**src/design/dpsel_defs.vh**
```
`ifndef DPSEL_DEFS_VH
`define DPSEL_DEFS_VH
// Select patterns, arrival order is MSB first
`define DPSEL_J2S_PATTERN   16'h79E7
`define DPSEL_S2J_PATTERN   16'h3CE7
`define DPSEL_PAT_BITS      16
// High run that counts as a line reset on the serial wire
`define DPSEL_LINE_RESET_MIN 50
// Highs already counted when a further high realigns the bit counter; no pattern holds more than four highs
`define DPSEL_REALIGN_RUN    6'h04
// Zero-bit scan counter limits
`define DPSEL_ZBS_MAX       3'h7
`define DPSEL_ZBS_ENTRY     3'h6
// TAP state encodings
`define DPSEL_TAP_TLR       4'h0
`define DPSEL_TAP_RTI       4'h1
`define DPSEL_TAP_SELDR     4'h2
`define DPSEL_TAP_CAPDR     4'h3
`define DPSEL_TAP_SHDR      4'h4
`define DPSEL_TAP_EX1DR     4'h5
`define DPSEL_TAP_PADR      4'h6
`define DPSEL_TAP_EX2DR     4'h7
`define DPSEL_TAP_UPDR      4'h8
`define DPSEL_TAP_SELIR     4'h9
`define DPSEL_TAP_CAPIR     4'hA
`define DPSEL_TAP_SHIR      4'hB
`define DPSEL_TAP_EX1IR     4'hC
`define DPSEL_TAP_PAIR      4'hD
`define DPSEL_TAP_EX2IR     4'hE
`define DPSEL_TAP_UPIR      4'hF
`endif

```
**src/design/dpsel_tap_tracker.v**
```verilog
`timescale 1ns/1ps
`default_nettype none
`include "dpsel_defs.vh"
// ----------------------------------------------------------------
// TAP state tracker, advances once per debug clock rising edge
// ----------------------------------------------------------------
module dpsel_tap_tracker (
    input  wire       sys_clk,
    input  wire       reset_n,
    input  wire       tapResetSync,
    input  wire       clkRise,
    input  wire       modeBit,
    output reg  [3:0] tapState_r
);
    reg [3:0] tapState_nxt;   // Next TAP state

    // Standard TAP transition table
    always @* begin
        case (tapState_r)
            `DPSEL_TAP_TLR:   tapState_nxt = modeBit ? `DPSEL_TAP_TLR   : `DPSEL_TAP_RTI;
            `DPSEL_TAP_RTI:   tapState_nxt = modeBit ? `DPSEL_TAP_SELDR : `DPSEL_TAP_RTI;
            `DPSEL_TAP_SELDR: tapState_nxt = modeBit ? `DPSEL_TAP_SELIR : `DPSEL_TAP_CAPDR;
            `DPSEL_TAP_CAPDR: tapState_nxt = modeBit ? `DPSEL_TAP_EX1DR : `DPSEL_TAP_SHDR;
            `DPSEL_TAP_SHDR:  tapState_nxt = modeBit ? `DPSEL_TAP_EX1DR : `DPSEL_TAP_SHDR;
            `DPSEL_TAP_EX1DR: tapState_nxt = modeBit ? `DPSEL_TAP_UPDR  : `DPSEL_TAP_PADR;
            `DPSEL_TAP_PADR:  tapState_nxt = modeBit ? `DPSEL_TAP_EX2DR : `DPSEL_TAP_PADR;
            `DPSEL_TAP_EX2DR: tapState_nxt = modeBit ? `DPSEL_TAP_UPDR  : `DPSEL_TAP_SHDR;
            `DPSEL_TAP_UPDR:  tapState_nxt = modeBit ? `DPSEL_TAP_SELDR : `DPSEL_TAP_RTI;
            `DPSEL_TAP_SELIR: tapState_nxt = modeBit ? `DPSEL_TAP_TLR   : `DPSEL_TAP_CAPIR;
            `DPSEL_TAP_CAPIR: tapState_nxt = modeBit ? `DPSEL_TAP_EX1IR : `DPSEL_TAP_SHIR;
            `DPSEL_TAP_SHIR:  tapState_nxt = modeBit ? `DPSEL_TAP_EX1IR : `DPSEL_TAP_SHIR;
            `DPSEL_TAP_EX1IR: tapState_nxt = modeBit ? `DPSEL_TAP_UPIR  : `DPSEL_TAP_PAIR;
            `DPSEL_TAP_PAIR:  tapState_nxt = modeBit ? `DPSEL_TAP_EX2IR : `DPSEL_TAP_PAIR;
            `DPSEL_TAP_EX2IR: tapState_nxt = modeBit ? `DPSEL_TAP_UPIR  : `DPSEL_TAP_SHIR;
            `DPSEL_TAP_UPIR:  tapState_nxt = modeBit ? `DPSEL_TAP_SELDR : `DPSEL_TAP_RTI;
            default:          tapState_nxt = `DPSEL_TAP_TLR;
        endcase
    end

    // State register; TAP reset pin forces reset state
    always @(posedge sys_clk or negedge reset_n) begin
        if (!reset_n) begin
            tapState_r <= `DPSEL_TAP_TLR;
        end else if (tapResetSync) begin
            tapState_r <= `DPSEL_TAP_TLR;
        end else if (clkRise) begin
            tapState_r <= tapState_nxt;
        end
    end
endmodule // dpsel_tap_tracker
`default_nettype wire

```
**src/design/dpsel_watcher.v**
```verilog
`timescale 1ns/1ps
`default_nettype none
`include "dpsel_defs.vh"
// Behaviour
// - Detect JTAG-to-wire pattern 0x79E7
// - JTAG detection only starting from reset state
// - Serial wire starts in line reset
// - Detect wire-to-JTAG pattern 0x3CE7
// - Wire detection only from line reset
// - Quiescent state ignores all pin stimulus except the TAP reset pin
// - Dormant support provided here
// - Quiescent entry from JTAG mode only
// - Wire-only variant starts quiescent
// - Track shift visited since capture
// - Clear counter on reset, select-IR, TAP_LOGIC_RESET_STATE
// - Zero-bit update increments, saturates seven
// - Lock on shift entry when nonzero
// - Quiescent on idle with locked six
// - After TAP_LOGIC_RESET_STATE, JTAG-to-wire detectable again
// - Powerup default is JTAG
// - Ignore further patterns until reset
module dpsel_watcher #(
    parameter WIRE_ONLY = 0          // 1: wire-only variant
) (
    input  wire debug_clock_pin,
    input  wire debug_io_mode_pin,
    input  wire tap_async_reset_n,
    input  wire sys_clk,
    input  wire reset_n,
    output reg  jtagSelected_r,
    output reg  wireSelected_r,
    output reg  quiescent_r,
    output reg  wireLineReset_r,
    output reg  tapLogicReset_r,
    output reg  [2:0] zeroScanCount_r,
    output reg  scanCounterLocked_r
);
    // ------------------------------------------------------------
    // Mode states, one-hot
    // ------------------------------------------------------------
    localparam [2:0] ST_JTAG  = 3'h1;   // JTAG selected
    localparam [2:0] ST_WIRE  = 3'h2;   // Serial wire selected
    localparam [2:0] ST_QUIET = 3'h4;   // Quiescent state
    reg        [2:0] mode_r;            // Current operating mode
    reg        [2:0] mode_nxt;          // Next operating mode

    // ------------------------------------------------------------
    // Pin synchronisers
    // ------------------------------------------------------------
    reg  [1:0] clkSync_r;     // Debug clock sampler
    reg  [1:0] ioSync_r;      // Mode pin sampler
    reg  [1:0] trstSync_r;    // TAP reset sampler, active low
    reg        clkPrev_r;     // Last synced clock level
    wire       clkRise;       // Debug clock rising edge
    wire       tapResetSync;  // TAP reset held

    // Two stages each; only second stage is read
    always @(posedge sys_clk or negedge reset_n) begin
        if (!reset_n) begin
            clkSync_r  <= 2'h0;
            ioSync_r   <= 2'h3;
            trstSync_r <= 2'h0;
            clkPrev_r  <= 1'b0;
        end else begin
            clkSync_r  <= {clkSync_r[0], debug_clock_pin};
            ioSync_r   <= {ioSync_r[0], debug_io_mode_pin};
            trstSync_r <= {trstSync_r[0], tap_async_reset_n};
            clkPrev_r  <= clkSync_r[1];
        end
    end

    assign clkRise      = clkSync_r[1] & ~clkPrev_r;
    assign tapResetSync = ~trstSync_r[1];

    // ------------------------------------------------------------
    // TAP tracker
    // ------------------------------------------------------------
    wire [3:0] tapState;      // Tracked TAP state
    reg  [3:0] tapPrev_r;     // Previous TAP state
    wire       tapEnter;      // TAP entered a state, self loops included
    reg        enterPulse_r;  // Edge processed last cycle
    wire       tapClkRise;    // Debug clock edge seen by the TAP

    // TAP only follows the pin while JTAG is selected
    assign tapClkRise = clkRise & (mode_r == ST_JTAG);

    dpsel_tap_tracker u_tap (
        .sys_clk      (sys_clk),
        .reset_n      (reset_n),
        .tapResetSync (tapResetSync),
        .clkRise      (tapClkRise),
        .modeBit      (ioSync_r[1]),
        .tapState_r   (tapState)
    );

    // Track entries into states, one cycle after move
    always @(posedge sys_clk or negedge reset_n) begin
        if (!reset_n) begin
            tapPrev_r <= `DPSEL_TAP_TLR;
        end else begin
            tapPrev_r <= tapState;
        end
    end

    // A self loop, such as idle held, still counts as an entry
    assign tapEnter = (tapPrev_r != tapState) | enterPulse_r;

    // Pulse marking a clocked move, also for self loops
    always @(posedge sys_clk or negedge reset_n) begin
        if (!reset_n) begin
            enterPulse_r <= 1'b0;
        end else begin
            enterPulse_r <= tapClkRise;
        end
    end

    // ------------------------------------------------------------
    // Pattern shifter and high-run counter
    // ------------------------------------------------------------
    reg  [15:0] shift_r;      // Last sixteen mode bits
    reg  [5:0]  highRun_r;    // Consecutive high bits, saturating
    reg  [4:0]  patCount_r;   // Bits since detection start
    reg         armed_r;      // Detection allowed
    wire        bitIn;        // Sampled mode bit

    assign bitIn = ioSync_r[1];

    // Shift on each debug clock rising edge
    always @(posedge sys_clk or negedge reset_n) begin
        if (!reset_n) begin
            shift_r    <= 16'hFFFF;
            highRun_r  <= 6'h00;
            patCount_r <= 5'h00;
        end else if (clkRise) begin
            shift_r <= {shift_r[14:0], bitIn};
            // High run, saturating at its ceiling
            if (bitIn) begin
                if (highRun_r != 6'h3F) begin
                    highRun_r <= highRun_r + 6'h01;
                end
            end else begin
                highRun_r <= 6'h00;
            end
            // Bit count: a fifth high realigns, the TAP is then in reset
            // and no select pattern holds five highs in a row
            if (bitIn && (highRun_r >= `DPSEL_REALIGN_RUN)) begin
                patCount_r <= 5'h00;
            end else if (patCount_r == 5'h00) begin
                if (!bitIn) begin
                    patCount_r <= 5'h01;                         // First low opens a pattern
                end
            end else if (patCount_r != 5'h1F) begin
                patCount_r <= patCount_r + 5'h01;
            end else if (bitIn) begin
                patCount_r <= 5'h00;                             // Stale run ends on a high
            end
        end
    end

    // Line reset seen on this edge
    wire lineResetHit;
    assign lineResetHit = clkRise & bitIn
                        & (highRun_r >= (`DPSEL_LINE_RESET_MIN - 1));

    // Complete pattern on this edge
    wire [15:0] shiftNow;
    wire        patDone;
    assign shiftNow = {shift_r[14:0], bitIn};
    assign patDone  = clkRise & (patCount_r == (`DPSEL_PAT_BITS - 1));

    // ------------------------------------------------------------
    // Mode state machine
    // ------------------------------------------------------------
    reg       armed_nxt;      // Next detection allowance
    reg       lineReset_nxt;  // Next line-reset status
    wire      enterQuiet;     // Dormant entry condition

    always @* begin
        mode_nxt      = mode_r;
        armed_nxt     = armed_r;
        lineReset_nxt = wireLineReset_r;
        case (mode_r)
            ST_JTAG: begin
                if (tapState == `DPSEL_TAP_TLR && patCount_r == 5'h00) begin
                    armed_nxt = 1'b1;
                end
                if (patDone && armed_r && shiftNow == `DPSEL_J2S_PATTERN) begin
                    mode_nxt      = ST_WIRE;
                    armed_nxt     = 1'b0;
                    lineReset_nxt = 1'b1;
                end else if (enterQuiet) begin
                    mode_nxt  = ST_QUIET;
                    armed_nxt = 1'b0;
                end else if (patDone && tapState != `DPSEL_TAP_TLR) begin
                    armed_nxt = 1'b0;
                end
            end
            ST_WIRE: begin
                if (lineResetHit) begin
                    lineReset_nxt = 1'b1;
                    armed_nxt     = 1'b1;
                end else if (clkRise && !bitIn && patCount_r > 5'h01) begin
                    lineReset_nxt = 1'b0;
                end
                if (patDone && armed_r && shiftNow == `DPSEL_S2J_PATTERN) begin
                    mode_nxt      = ST_JTAG;
                    armed_nxt     = 1'b0;
                    lineReset_nxt = 1'b0;
                end else if (patDone) begin
                    armed_nxt = 1'b0;
                end
            end
            ST_QUIET: begin
                mode_nxt = ST_QUIET;
            end
            default: begin
                mode_nxt = ST_JTAG;
            end
        endcase
    end

    // Mode registers; powerup gives JTAG or quiescent
    always @(posedge sys_clk or negedge reset_n) begin
        if (!reset_n) begin
            mode_r          <= (WIRE_ONLY != 0) ? ST_QUIET : ST_JTAG;
            armed_r         <= 1'b0;
            wireLineReset_r <= 1'b0;
        end else begin
            mode_r          <= mode_nxt;
            armed_r         <= armed_nxt;
            wireLineReset_r <= lineReset_nxt;
        end
    end

    // ------------------------------------------------------------
    // Zero-bit scan detector
    // ------------------------------------------------------------
    reg shiftVisited_r;       // Shift entered since capture

    always @(posedge sys_clk or negedge reset_n) begin
        if (!reset_n) begin
            shiftVisited_r      <= 1'b0;
            zeroScanCount_r     <= 3'h0;
            scanCounterLocked_r <= 1'b0;
        end else if (tapEnter) begin
            case (tapState)
                `DPSEL_TAP_CAPDR: begin
                    shiftVisited_r <= 1'b0;
                end
                `DPSEL_TAP_SHDR: begin
                    shiftVisited_r <= 1'b1;
                    if (zeroScanCount_r != 3'h0) begin
                        scanCounterLocked_r <= 1'b1;
                    end
                end
                `DPSEL_TAP_UPDR: begin
                    if (!scanCounterLocked_r && !shiftVisited_r
                        && zeroScanCount_r < `DPSEL_ZBS_MAX) begin
                        zeroScanCount_r <= zeroScanCount_r + 3'h1;
                    end
                end
                `DPSEL_TAP_SELIR, `DPSEL_TAP_TLR: begin
                    zeroScanCount_r     <= 3'h0;
                    scanCounterLocked_r <= 1'b0;
                end
                default: begin
                    shiftVisited_r <= shiftVisited_r;
                end
            endcase
        end
    end

    // Only a locked six enters; other locked counts keep the mode
    assign enterQuiet = tapEnter && (tapState == `DPSEL_TAP_RTI)
                      && scanCounterLocked_r
                      && (zeroScanCount_r == `DPSEL_ZBS_ENTRY);

    // ------------------------------------------------------------
    // Status outputs, registered
    // ------------------------------------------------------------
    always @(posedge sys_clk or negedge reset_n) begin
        if (!reset_n) begin
            jtagSelected_r  <= 1'b0;
            wireSelected_r  <= 1'b0;
            quiescent_r     <= 1'b0;
            tapLogicReset_r <= 1'b1;
        end else begin
            jtagSelected_r  <= (mode_r == ST_JTAG);
            wireSelected_r  <= (mode_r == ST_WIRE);
            quiescent_r     <= (mode_r == ST_QUIET);
            tapLogicReset_r <= (tapState == `DPSEL_TAP_TLR);
        end
    end
endmodule // dpsel_watcher
`default_nettype wire

```
**config.mk**
```make
export PLATFORM = sky130hd
export DESIGN_NAME = dpsel_watcher
export DESIGN_NICKNAME = d
export VERILOG_FILES = /design/src/design/dpsel_tap_tracker.v /design/src/design/dpsel_watcher.v
export VERILOG_INCLUDE_DIRS = /design/src /design/src/design
export SDC_FILE = /design/constraint.sdc
export NUM_CORES = 1
export LEC_CHECK = 0
export BUFFER_PORTS_ARGS = -buffer_cell sky130_fd_sc_hd__buf_4
export CAP_MARGIN = 25
export CELL_PAD_IN_SITES_DETAIL_PLACEMENT = 1
export CELL_PAD_IN_SITES_GLOBAL_PLACEMENT = 1
export CORE_AREA = 2 2 88 90
export CTS_CLUSTER_DIAMETER = 60
export DETAILED_ROUTE_END_ITERATION = 8
export DIE_AREA = 0 0 90 92
export HOLD_SLACK_MARGIN = 0.06
export PLACE_DENSITY_LB_ADDON = 0.1
export SETUP_SLACK_MARGIN = 0.5
export SKIP_LAST_GASP = 1
export SYNTH_ARGS = -nofsm -noshare
export SYNTH_HDL_FRONTEND = slang
export SYNTH_SLANG_ARGS = --single-unit
export TNS_END_PERCENT = 100
```
**constraint.sdc**
```tcl
create_clock -name sys_clk -period 2.61 [get_ports sys_clk]
set_clock_uncertainty 0.15 [all_clocks]
set_input_delay 0.261 -clock sys_clk [delete_from_list [all_inputs] [get_ports sys_clk]]
set_output_delay 0.261 -clock sys_clk [all_outputs]
set_load 0.01 [all_outputs]
```
Word level (Yosys, flattened, before mapping)
Cells that the tools add are included.

Word-level logic and storage cells: 151. Register bits: 56. Input bits: 5. Output and inout bits: 9.

Magnitude comparators: 4. Eq/ne operators: 36. Bitwise logic cells: 7. $add $sub $neg: 3. Mux-type cells: 44. Reductions and logical operators: 37.

Operators with widths (number): $pmux W4 S12 (1); $eq A4 B4 Y1 const B (8); $mux W5 (5); $mux W4 (6); $mux W3 (6); $eq A16 B14 Y1 const B (1); $eq A16 B15 Y1 const B (1); $eq A4 B3 Y1 const B (4); $mux W1 (15); $reduce_and A3 Y1 (5); $logic_and A1 B1 Y1 (13); $mux W6 (2); $ne A5 B5 Y1 const B (2); $pmux W3 S3 (1); $eq A4 B2 Y1 const B (2); $ne A2 B2 Y1 const B (4); $ne A4 B4 Y1 const B (2); $pmux W1 S2 (4); $reduce_bool A2 Y1 (4); $reduce_bool A4 Y1 (2); $add A6 B1 Y6 const B (1); $eq A3 B3 Y1 const B (2); $ge A6 B3 Y1 const B (1); $ge A6 B6 Y1 const B (1); 24 further kinds (38).

Depth between registers and ports, before layout
Gate-level depths: netlist of run 1.

Depth in word-level cells: 8. Mapped depth: 8.

Cells and area by module
Synthesis of run 1 repeated with hierarchy kept, for this count alone.

Cell total of the unflattened synthesis: 307. Area total of the unflattened synthesis: 2940.3 um^2.

By module, submodules not included: dpsel_watcher (seq. area each 1325.0 um^2, times used 1, area each 2549.9 um^2, cells an instance 261); dpsel_tap_tracker (seq. area each 100.1 um^2, times used 1, area each 390.4 um^2, cells an instance 46).

Worst setup path before layout of run 1
OpenSTA, ideal clock, no wires.

Path kind: register -> register. From: reg patCount_r[0]. To: reg patCount_r[3]. Setup time: 83 ps. Clock period less this slack: 2279 ps. Path buffers: 0. Cell stages (with the launch flop): 8. Slack: 331 ps. Arrival: 2046 ps. Path through: dfrtp_1 -> inv_1 -> ha_1 -> or4b_2 -> nand2_1 -> o21ai_1 -> or4_1 -> o21ai_0.

Cells in the longest elaborated chain, start to end: 4. Elaborated cells on any way between the ends: 9. Those cells by class: add/sub: 1; eq/ne: 2; mux: 3; reduce/logical: 3.

Ends and longest elaborated chain: start, declared (RTL line dpsel_watcher.v:122) `reg [4:0] patCount_r;`; start signal, assigned (RTL line dpsel_watcher.v:153) `patCount_r <= patCount_r + 5'h01;`; $add A5 B1 Y5 or $ne A5 B5 Y1 (tied branches) (RTL line dpsel_watcher.v:153, dpsel_watcher.v:152); $mux W5 (RTL line dpsel_watcher.v:152) `end else if (patCount_r != 5'h1F) begin`; $mux W5 (RTL line dpsel_watcher.v:148) `end else if (patCount_r == 5'h00) begin`; $mux W5 (RTL line dpsel_watcher.v:146) `` if (bitIn && (highRun_r >= `DPSEL_REALIGN_RUN)) begin ``.

Several ways; a longest one is shown, not always the timed one. A chain may end at the register's enable or synchronous reset.

Final worst setup path of run 1
From: reg patCount_r[1]. To: reg patCount_r[3].

Same word-level chain as after synthesis.

==> results.json, run 1 <==
{
  "status": "complete, no violations",
  "setup_viol": 0,
  "detail_route.wirelength_mm": 6.870,
  "syn_nets": 332,
  "crit_fanout": 4,
  "ys_warn_count": 0,
  "holdPathStages": 0,
  "vias": 2353,
  "crit_path_start_kind": "register",
  "drive_gt1_frac": 0.2678,
  "synth-seq-area-share": 0.4916,
  "p_int_mw": 1.471,
  "hold_class": "register to register",
  "synth_seq_cells": 56,
  "cts_sinks": 56,
  "async_flop_share": 1.000,
  "avgSynthCellArea_sq_um": 9.203,
  "timing_hold_violations_final": 0,
  "synth_edf_count": 0,
  "htree_levels": 2,
  "layout_common_cells": "nand2_1 (63), buf_4 (37), dfrtp_1 (32)",
  "clk_path_buf_depth": 2,
  "powerDensity_nw_per_um2": 628.4,
  "swShare": 0.3270,
  "coreArea_sq_um": 7447,
  "synth_top_area_cell": "dfrtp_1",
  "path_cells": "ha_4 -> and3_4 -> ha_1 -> nand3b_1 -> or4_1 -> o21ai_0",
  "cts_tree": "done",
  "syn_to_final_growth_pct": 19.94,
  "stdcell_area_sq_um": 3477,
  "netlist-cell-type-count": 49,
  "io_pins": 14,
  "synth_area_leaders": "dfrtp_1 (32%), dfstp_2 (17%), nand2_1 (8.3%)",
  "rsz0062_at_grt": "yes",
  "nets": 367,
  "grt_max_degree": 57,
  "path_clk_slew_ps": 110,
  "layout_commonest_cell": "nand2_1",
  "dieArea_sq_um": 8280,
  "gp_congestion": 0.7558,
  "period_needed_ps": 2101,
  "port_buffers": 13,
  "slew_viol_final": 0,
  "peakVddDrop_mv": 0.3528,
  "antenna_found_initial": 0,
  "diodes": 0,
  "crit_required_ps": 2700,
  "yosys_most_used_dff": "dfrtp_1",
  "routedWlPerCell_um": 15.17,
  "crit_start": "patCount_r[1]$_DFFE_PN0P_",
  "critPathSlowestCell": "or4_1",
  "max_clock_freq_mhz": 476.1,
  "dp_hpwl_mm": 4.545,
  "syn_area_sq_um": 2899,
  "rows": 32,
  "path_depth": 6,
  "grt_pass1_vias": 2398,
  "cp_top_family": "simple AND/OR/NAND/NOR gates",
  "place_area_sq_um": 3149,
  "grt_first_pass_wirelength_mm": 12.01,
  "critPathKind": "register to register",
  "min_from": "clkSync_r[0]$_DFF_PN0_",
  "fp.dieH_um": 92,
  "fillers": 881,
  "combPwrFrac": 0.261,
  "start_util": 0.3893,
  "drc": 0,
  "cap_viol_max_count": 0,
  "ant_nets": 0,
  "track_usage": 0.1768,
  "cts_buffers": 5,
  "switchingPower_mw": 0.7145,
  "syn-instance-count": 315,
  "grt-ovfl-total": 0,
  "critPathBufInv": 0,
  "relSlewSlack": 0.5296,
  "worstPathArrival_ps": 2190,
  "worst_pin_slew_ps": 705.7,
  "dr.pass1.iters": 4,
  "r2r_cells": 6,
  "finalCritPeriodShare": 0.8048,
  "first_iter_violations": 53,
  "power.share.clock": 0.220,
  "worstReg2RegStart": "patCount_r[1]$_DFFE_PN0P_",
  "clock-root-buffer": "clkbuf_8",
  "clock_latency_ps": 310,
  "synth.top_cell.area_share": 0.3194,
  "vias_per_cell": 5.194,
  "critPathMaxStageDelay_ps": 500,
  "end_kind": "register",
  "pwr-share-seq": 0.519,
  "die_x_um": 90,
  "setup_tns_ps": 0,
  "leakagePower_nw": 1.537
}
-- registers in the layout, indices dropped and copies added (netlist names) --
register	count
tapPrev_r	4
highRun_r	6
patCount_r	5
zeroScanCount_r	3
quiescent_r	1
shift_r	15
ioSync_r	2
tapLogicReset_r	1
enterPulse_r	1
mode_r	3
wireSelected_r	1
u_tap.tapState_r	4
scanCounterLocked_r	1
clkSync_r	2
jtagSelected_r	1
trstSync_r	2
shiftVisited_r	1
wireLineReset_r	1
clkPrev_r	1
armed_r	1
-- repair_timing --
| action | CTS | global route |
|---|---|---|
| buffers inserted | 9 | 6 |
| pin swaps | 8 | 1 |
| endpoints found under the hold margin | 40 | 0 |
| resized for setup | 15 | 9 |
| setup endpoints to repair | 6 | 12 |
| hold buffers | 4 | 0 |
-- worst reg2reg max path, stage by stage (launching register included) --
cell and delay (ps):
dfrtp_2 460, ha_4 170, and3_4 180, ha_1 260
nand3b_1 220, or4_1 500, o21ai_0 90
-- metal layers --
metal  GRT usage  vias up  part of all wire
li1            -     1154                 -
met1      0.2508     1173              0.50
met2      0.2851       22              0.47
met3     0.02629        4             0.017
met4     0.04615        0             0.010
met5           0        -                 0
-- final timing paths --
path                       slack, ps                         endpoint
min in group asynchronous        390  u_tap.tapState_r[1]$_DFFE_PN0P_
min                              210           clkSync_r[1]$_DFF_PN0_
min reg2reg                      210           clkSync_r[1]$_DFF_PN0_
max in group asynchronous       1420        patCount_r[0]$_DFFE_PN0P_
max reg2reg                      510        patCount_r[3]$_DFFE_PN0P_
max                              510        patCount_r[3]$_DFFE_PN0P_
-- final cells by class --
| type | instances | area [sq um] | area share |
|---|---|---|---|
| multi-input cells | 230 | 1445 | 0.4156 |
| well taps | 102 | 127.6 | 0.03670 |
| inverters | 15 | 56.30 | 0.01619 |
| clock inverters | 3 | 18.77 | 0.005398 |
| clock buffers | 5 | 68.82 | 0.01979 |
| repair buffers | 42 | 329.1 | 0.09464 |
| flip-flops and latches | 56 | 1431 | 0.4117 |
-- power groups by stage --
stage / registers (mW) / logic, mW / clock network, mW
3_3_place_gp: 1.14 / 0.452 / 0
2_1_floorplan: 1.10 / 0.330 / 0
3_5_place_dp: 1.14 / 0.466 / 0
6_report: 1.13 / 0.571 / 0.481
5_1_grt: 1.16 / 0.652 / 0.534
4_1_cts: 1.12 / 0.550 / 0.507
-- synth_stat cells (2+ instances only) --
cell and n:
nand3b_1 4, nor3b_1 2, nand2b_1 9, nor2b_1 4, a21o_1 3, o211ai_1 2
nor3_1 5, nand4b_1 2, inv_1 15, o21ai_0 21, or3b_2 2, nand4_1 3
nor2_1 22, nor4b_1 4, clkbuf_1 10, or3_1 2, dfstp_2 19, xnor2_1 4
o21ai_1 2, a21oi_1 21, nand3_1 9, a31oi_1 3, nor4_1 5, xor2_2 3
nand2_1 64, o21bai_1 2, dfrtp_1 37, buf_4 2, o41ai_1 2, or4_1 2
ha_1 12
-- through the flow --
| step | utilization | power [mW] | instances | hold slack (ps) | worst slack [ps] |
|---|---|---|---|---|---|
| floorplan | - | 1.433 | 315 | -184.6 | 502.6 |
| global placement | 0.4229 | 1.592 | 426 | 183.3 | 383.9 |
| detailed placement | 0.4229 | 1.610 | 426 | 190.2 | 322.5 |
| CTS | 0.4568 | 2.181 | 447 | 214.0 | 420.1 |
| global route | 0.4669 | 2.343 | 453 | 225.6 | 413.4 |
| finish | 0.4669 | 2.185 | 453 | 209.9 | 509.5 |
-- cell families after synthesis --
logic type / synth area share
simple gates: 0.2438
xor+xnor: 0.02892
buf+inv: 0.04272
flops: 0.4916
fa+ha+maj: 0.05179
compound gates: 0.1411
No activity file was read; power rests on OpenSTA's default activity.
==> run 2, diff against run 1 <==
--- a/config.mk
+++ b/config.mk
@@ -6,14 +6,15 @@
 export SDC_FILE = /design/constraint.sdc
 export NUM_CORES = 1
 export LEC_CHECK = 0
+export ABC_AREA = 1
 export BUFFER_PORTS_ARGS = -buffer_cell sky130_fd_sc_hd__buf_4
 export CAP_MARGIN = 25
 export CELL_PAD_IN_SITES_DETAIL_PLACEMENT = 1
 export CELL_PAD_IN_SITES_GLOBAL_PLACEMENT = 1
-export CORE_AREA = 2 2 88 90
+export CORE_AREA = 2 2 89 91
 export CTS_CLUSTER_DIAMETER = 60
 export DETAILED_ROUTE_END_ITERATION = 8
-export DIE_AREA = 0 0 90 92
+export DIE_AREA = 0 0 91 93
 export HOLD_SLACK_MARGIN = 0.06
 export PLACE_DENSITY_LB_ADDON = 0.1
 export SETUP_SLACK_MARGIN = 0.5
==> constraint.sdc (replaced) <==
create_clock -name sys_clk -period 1.8 [get_ports sys_clk]
set_clock_uncertainty 0.15 [all_clocks]
set_input_delay 0.18 -clock sys_clk [delete_from_list [all_inputs] [get_ports sys_clk]]
set_output_delay 0.18 -clock sys_clk [all_outputs]
set_load 0.01 [all_outputs]
==> run 2 against run 1 <==
Net effect: the flow now finishes with violations (negative setup slack); worst hold slack got worse by 71 ps; first-iteration DRC count grew 55%; clock power grew 57%; fmax increased by 12%; critical endpoint is now patCount_r[2]$_DFFE_PN0P_.
==> results.json, run 2 <==
{
  "status": "finished, violations left",
  "failed_checks": "negative setup slack",
  "crit_path_start_kind": "register",
  "fp.dieH_um": 93,
  "dpl.cell_count": 494,
  "htree_levels": 2,
  "grt_max_degree": 37,
  "relSlewSlack": 0.7132,
  "clock_latency_ps": 320,
  "dr.pass1.iters": 4,
  "setup_tns_ps": -396.5,
  "vias_per_cell": 4.907,
  "path_cells": "ha_2 -> inv_2 -> nor3_4 -> buf_4 -> buf_6 -> ha_4 -> nor3_4 -> o21ai_0 -> a21oi_1",
  "worstPathArrival_ps": 1980,
  "layout_commonest_cell": "nand2_1",
  "layout_common_cells": "nand2_1 (66), buf_4 (45), inv_1 (42)",
  "dieArea_sq_um": 8463,
  "rows": 32,
  "routedWlPerCell_um": 14.15,
  "io_pins": 14,
  "crit_path_frequent_cell": "nor3_4",
  "clock-root-buffer": "clkbuf_8",
  "gp_congestion": 0.8219,
  "die_x_um": 91,
  "coreArea_sq_um": 7527,
  "drive_gt1_frac": 0.4207,
  "antenna_found_initial": 0,
  "ys_warn_count": 0,
  "top_regs": "shift_r x15, highRun_r x6, patCount_r x5",
  "synth_seq_cells": 56,
  "largest_reg_flops": 15,
  "synth.cells.most_frequent": "nand2_1 (84), inv_1 (49), dfrtp_1 (37)",
  "synth_top_area_cell": "dfrtp_1",
  "slew_viol_final": 0,
  "syn_to_final_growth_pct": 37.48,
  "port_buffers": 13,
  "dp_slack_ps": -129.7,
  "path_clk_slew_ps": 100,
  "synth_edf_count": 0,
  "end_kind": "register",
  "ant_nets": 0,
  "grt_pass1_vias": 2849,
  "detail_route.wirelength_mm": 7.601,
  "powerDensity_nw_per_um2": 977.6,
  "setup_ws_ps": -81.89,
  "synth-seq-area-share": 0.4744,
  "cts_tree": "done",
  "netlist-cell-type-count": 39,
  "critPathKind": "register to register",
  "dp_hpwl_mm": 5.209,
  "leakagePower_nw": 1.919,
  "post-route-util": 0.5487,
  "start_util": 0.3991,
  "critPathSlowestCell": "dfrtp_1",
  "async_flop_share": 1.000,
  "yosysMostFrequentCell": "nand2_1",
  "critPathMaxStageDelay_ps": 400,
  "cts_buffers": 5,
  "cts_sinks": 56,
  "first_iter_violations": 82,
  "max_clock_freq_mhz": 531.4,
  "track_usage": 0.1927,
  "synth_area_leaders": "dfrtp_1 (31%), dfstp_2 (17%), nand2_1 (10%)",
  "peakVddDrop_mv": 0.3834,
  "vias": 2635,
  "critPathBufInv": 3,
  "crit_required_ps": 1900,
  "regMostFlops": "shift_r",
  "timing_hold_violations_final": 0,
  "grt-ovfl-total": 0,
  "worst_pin_slew_ps": 428.7,
  "cap_viol_max_count": 0,
  "period_needed_ps": 1882,
  "setup_viol": 7,
  "stdcell_count": 537,
  "syn_area_sq_um": 3004,
  "cp_top_family": "flip-flops",
  "syn_nets": 388,
  "grt_first_pass_wirelength_mm": 13.27,
  "crit_fanout": 3,
  "avgSynthCellArea_sq_um": 8.097,
  "syn-instance-count": 371,
  "clk_path_buf_depth": 2,
  "drc": 0,
  "rsz0062_at_grt": "yes",
  "finalCritPeriodShare": 1.045,
  "nets": 451,
  "synth.top_cell.area_share": 0.3082,
  "yosys_most_used_dff": "dfrtp_1",
  "hold_class": "input port to asynchronous set/reset pin",
  "diodes": 0
}
==> run 2: changes by cell type after synthesis, sizes merged, moves of 6 or more <==
| cell | before | now |
|---|---|---|
| inv | 15 | 59 |
| nand2 | 64 | 89 |
| nor2 | 22 | 45 |
| nand3 | 9 | 26 |
| a21oi | 21 | 10 |
| o21ai | 23 | 33 |
| clkbuf | 10 | 2 |
| nand2b | 9 | 1 |
| nor3 | 5 | 11 |
==> run 2: power by group <==
part	total, mW	switching, mW	leakage, nW	internal, mW
Clock	0.756	0.404	0.0515	0.352
Combinational	1.62	0.887	1.19	0.732
Sequential	1.66	0.147	0.681	1.52
==> run 2: per-stage QoR <==
stage | instance area [sq um] | total power [mW] | hold slack [ps]
floorplan | 3067 | 2.387 | -265.6
global placement | 3373 | 2.744 | -57.87
detailed placement | 3373 | 2.792 | -58.10
CTS | 3836 | 3.839 | 136.2
global route | 4130 | 4.338 | 157.2
finish | 4130 | 4.038 | 139.2
==> run 2: area by class of cell <==
cell class	count	area, sq um
Sequential cell	56	1430
Timing Repair Buffer	60	540.5
Fill cell	907	3397
Inverter	59	231.5
Multi-Input combinational cell	252	1700
Clock buffer	8	100.1
Tap cell	102	127.6
==> run 2: what timing repair did <==
action / CTS / global route
hold buffers: 4 / 0
setup endpoints to repair: 41 / 44
pin swaps: 26 / 30
cloned: 1 / 0
hold endpoints to repair: 43 / 0
setup buffers: 20 / 10
resized for setup: 47 / 46
==> run 2: cells by family after synthesis <==
kind of cell / after synthesis / synth area share
AND/OR/NAND/NOR: 184 / 0.2832
buffers and inverters: 64 / 0.08205
flip-flops: 56 / 0.4744
AO/OA/AOI/OAI: 52 / 0.1016
adder cells (fa/ha/maj): 12 / 0.04998
XOR/XNOR: 3 / 0.008748
==> run 2: per-layer routing <==
layer  global-route usage  up-vias  share of wire
li1                     -     1314              -
met1               0.2292     1292           0.43
met2               0.3623       19           0.53
met3              0.02659       10          0.018
met4              0.05556        0          0.015
met5                    0        -              0
==> run 2: final timing paths <==
| kind | cells after the start | to | slack (ps) | from |
|---|---|---|---|---|
| worst max-delay path | 9 | patCount_r[2]$_DFFE_PN0P_ | -80 | patCount_r[1]$_DFFE_PN0P_ |
| worst min-delay path | 2 | tapPrev_r[3]$_DFF_PN0_ | 140 | reset_n |
| worst max register to register | 9 | patCount_r[2]$_DFFE_PN0P_ | -80 | patCount_r[1]$_DFFE_PN0P_ |
| worst min register to register | 0 | clkSync_r[1]$_DFF_PN0_ | 210 | clkSync_r[0]$_DFF_PN0_ |
| max in group asynchronous | 3 | ioSync_r[0]$_DFF_PN1_ | 800 | reset_n |
| min in group sys_clk | 0 | clkSync_r[1]$_DFF_PN0_ | 210 | clkSync_r[0]$_DFF_PN0_ |
==> run 2: worst register-to-register path: stages, from the launching register on <==
cell	delay (ps)
dfrtp_1	400
ha_2	200
inv_2	80
nor3_4	40
buf_4	130
buf_6	110
ha_4	180
nor3_4	250
o21ai_0	130
a21oi_1	150
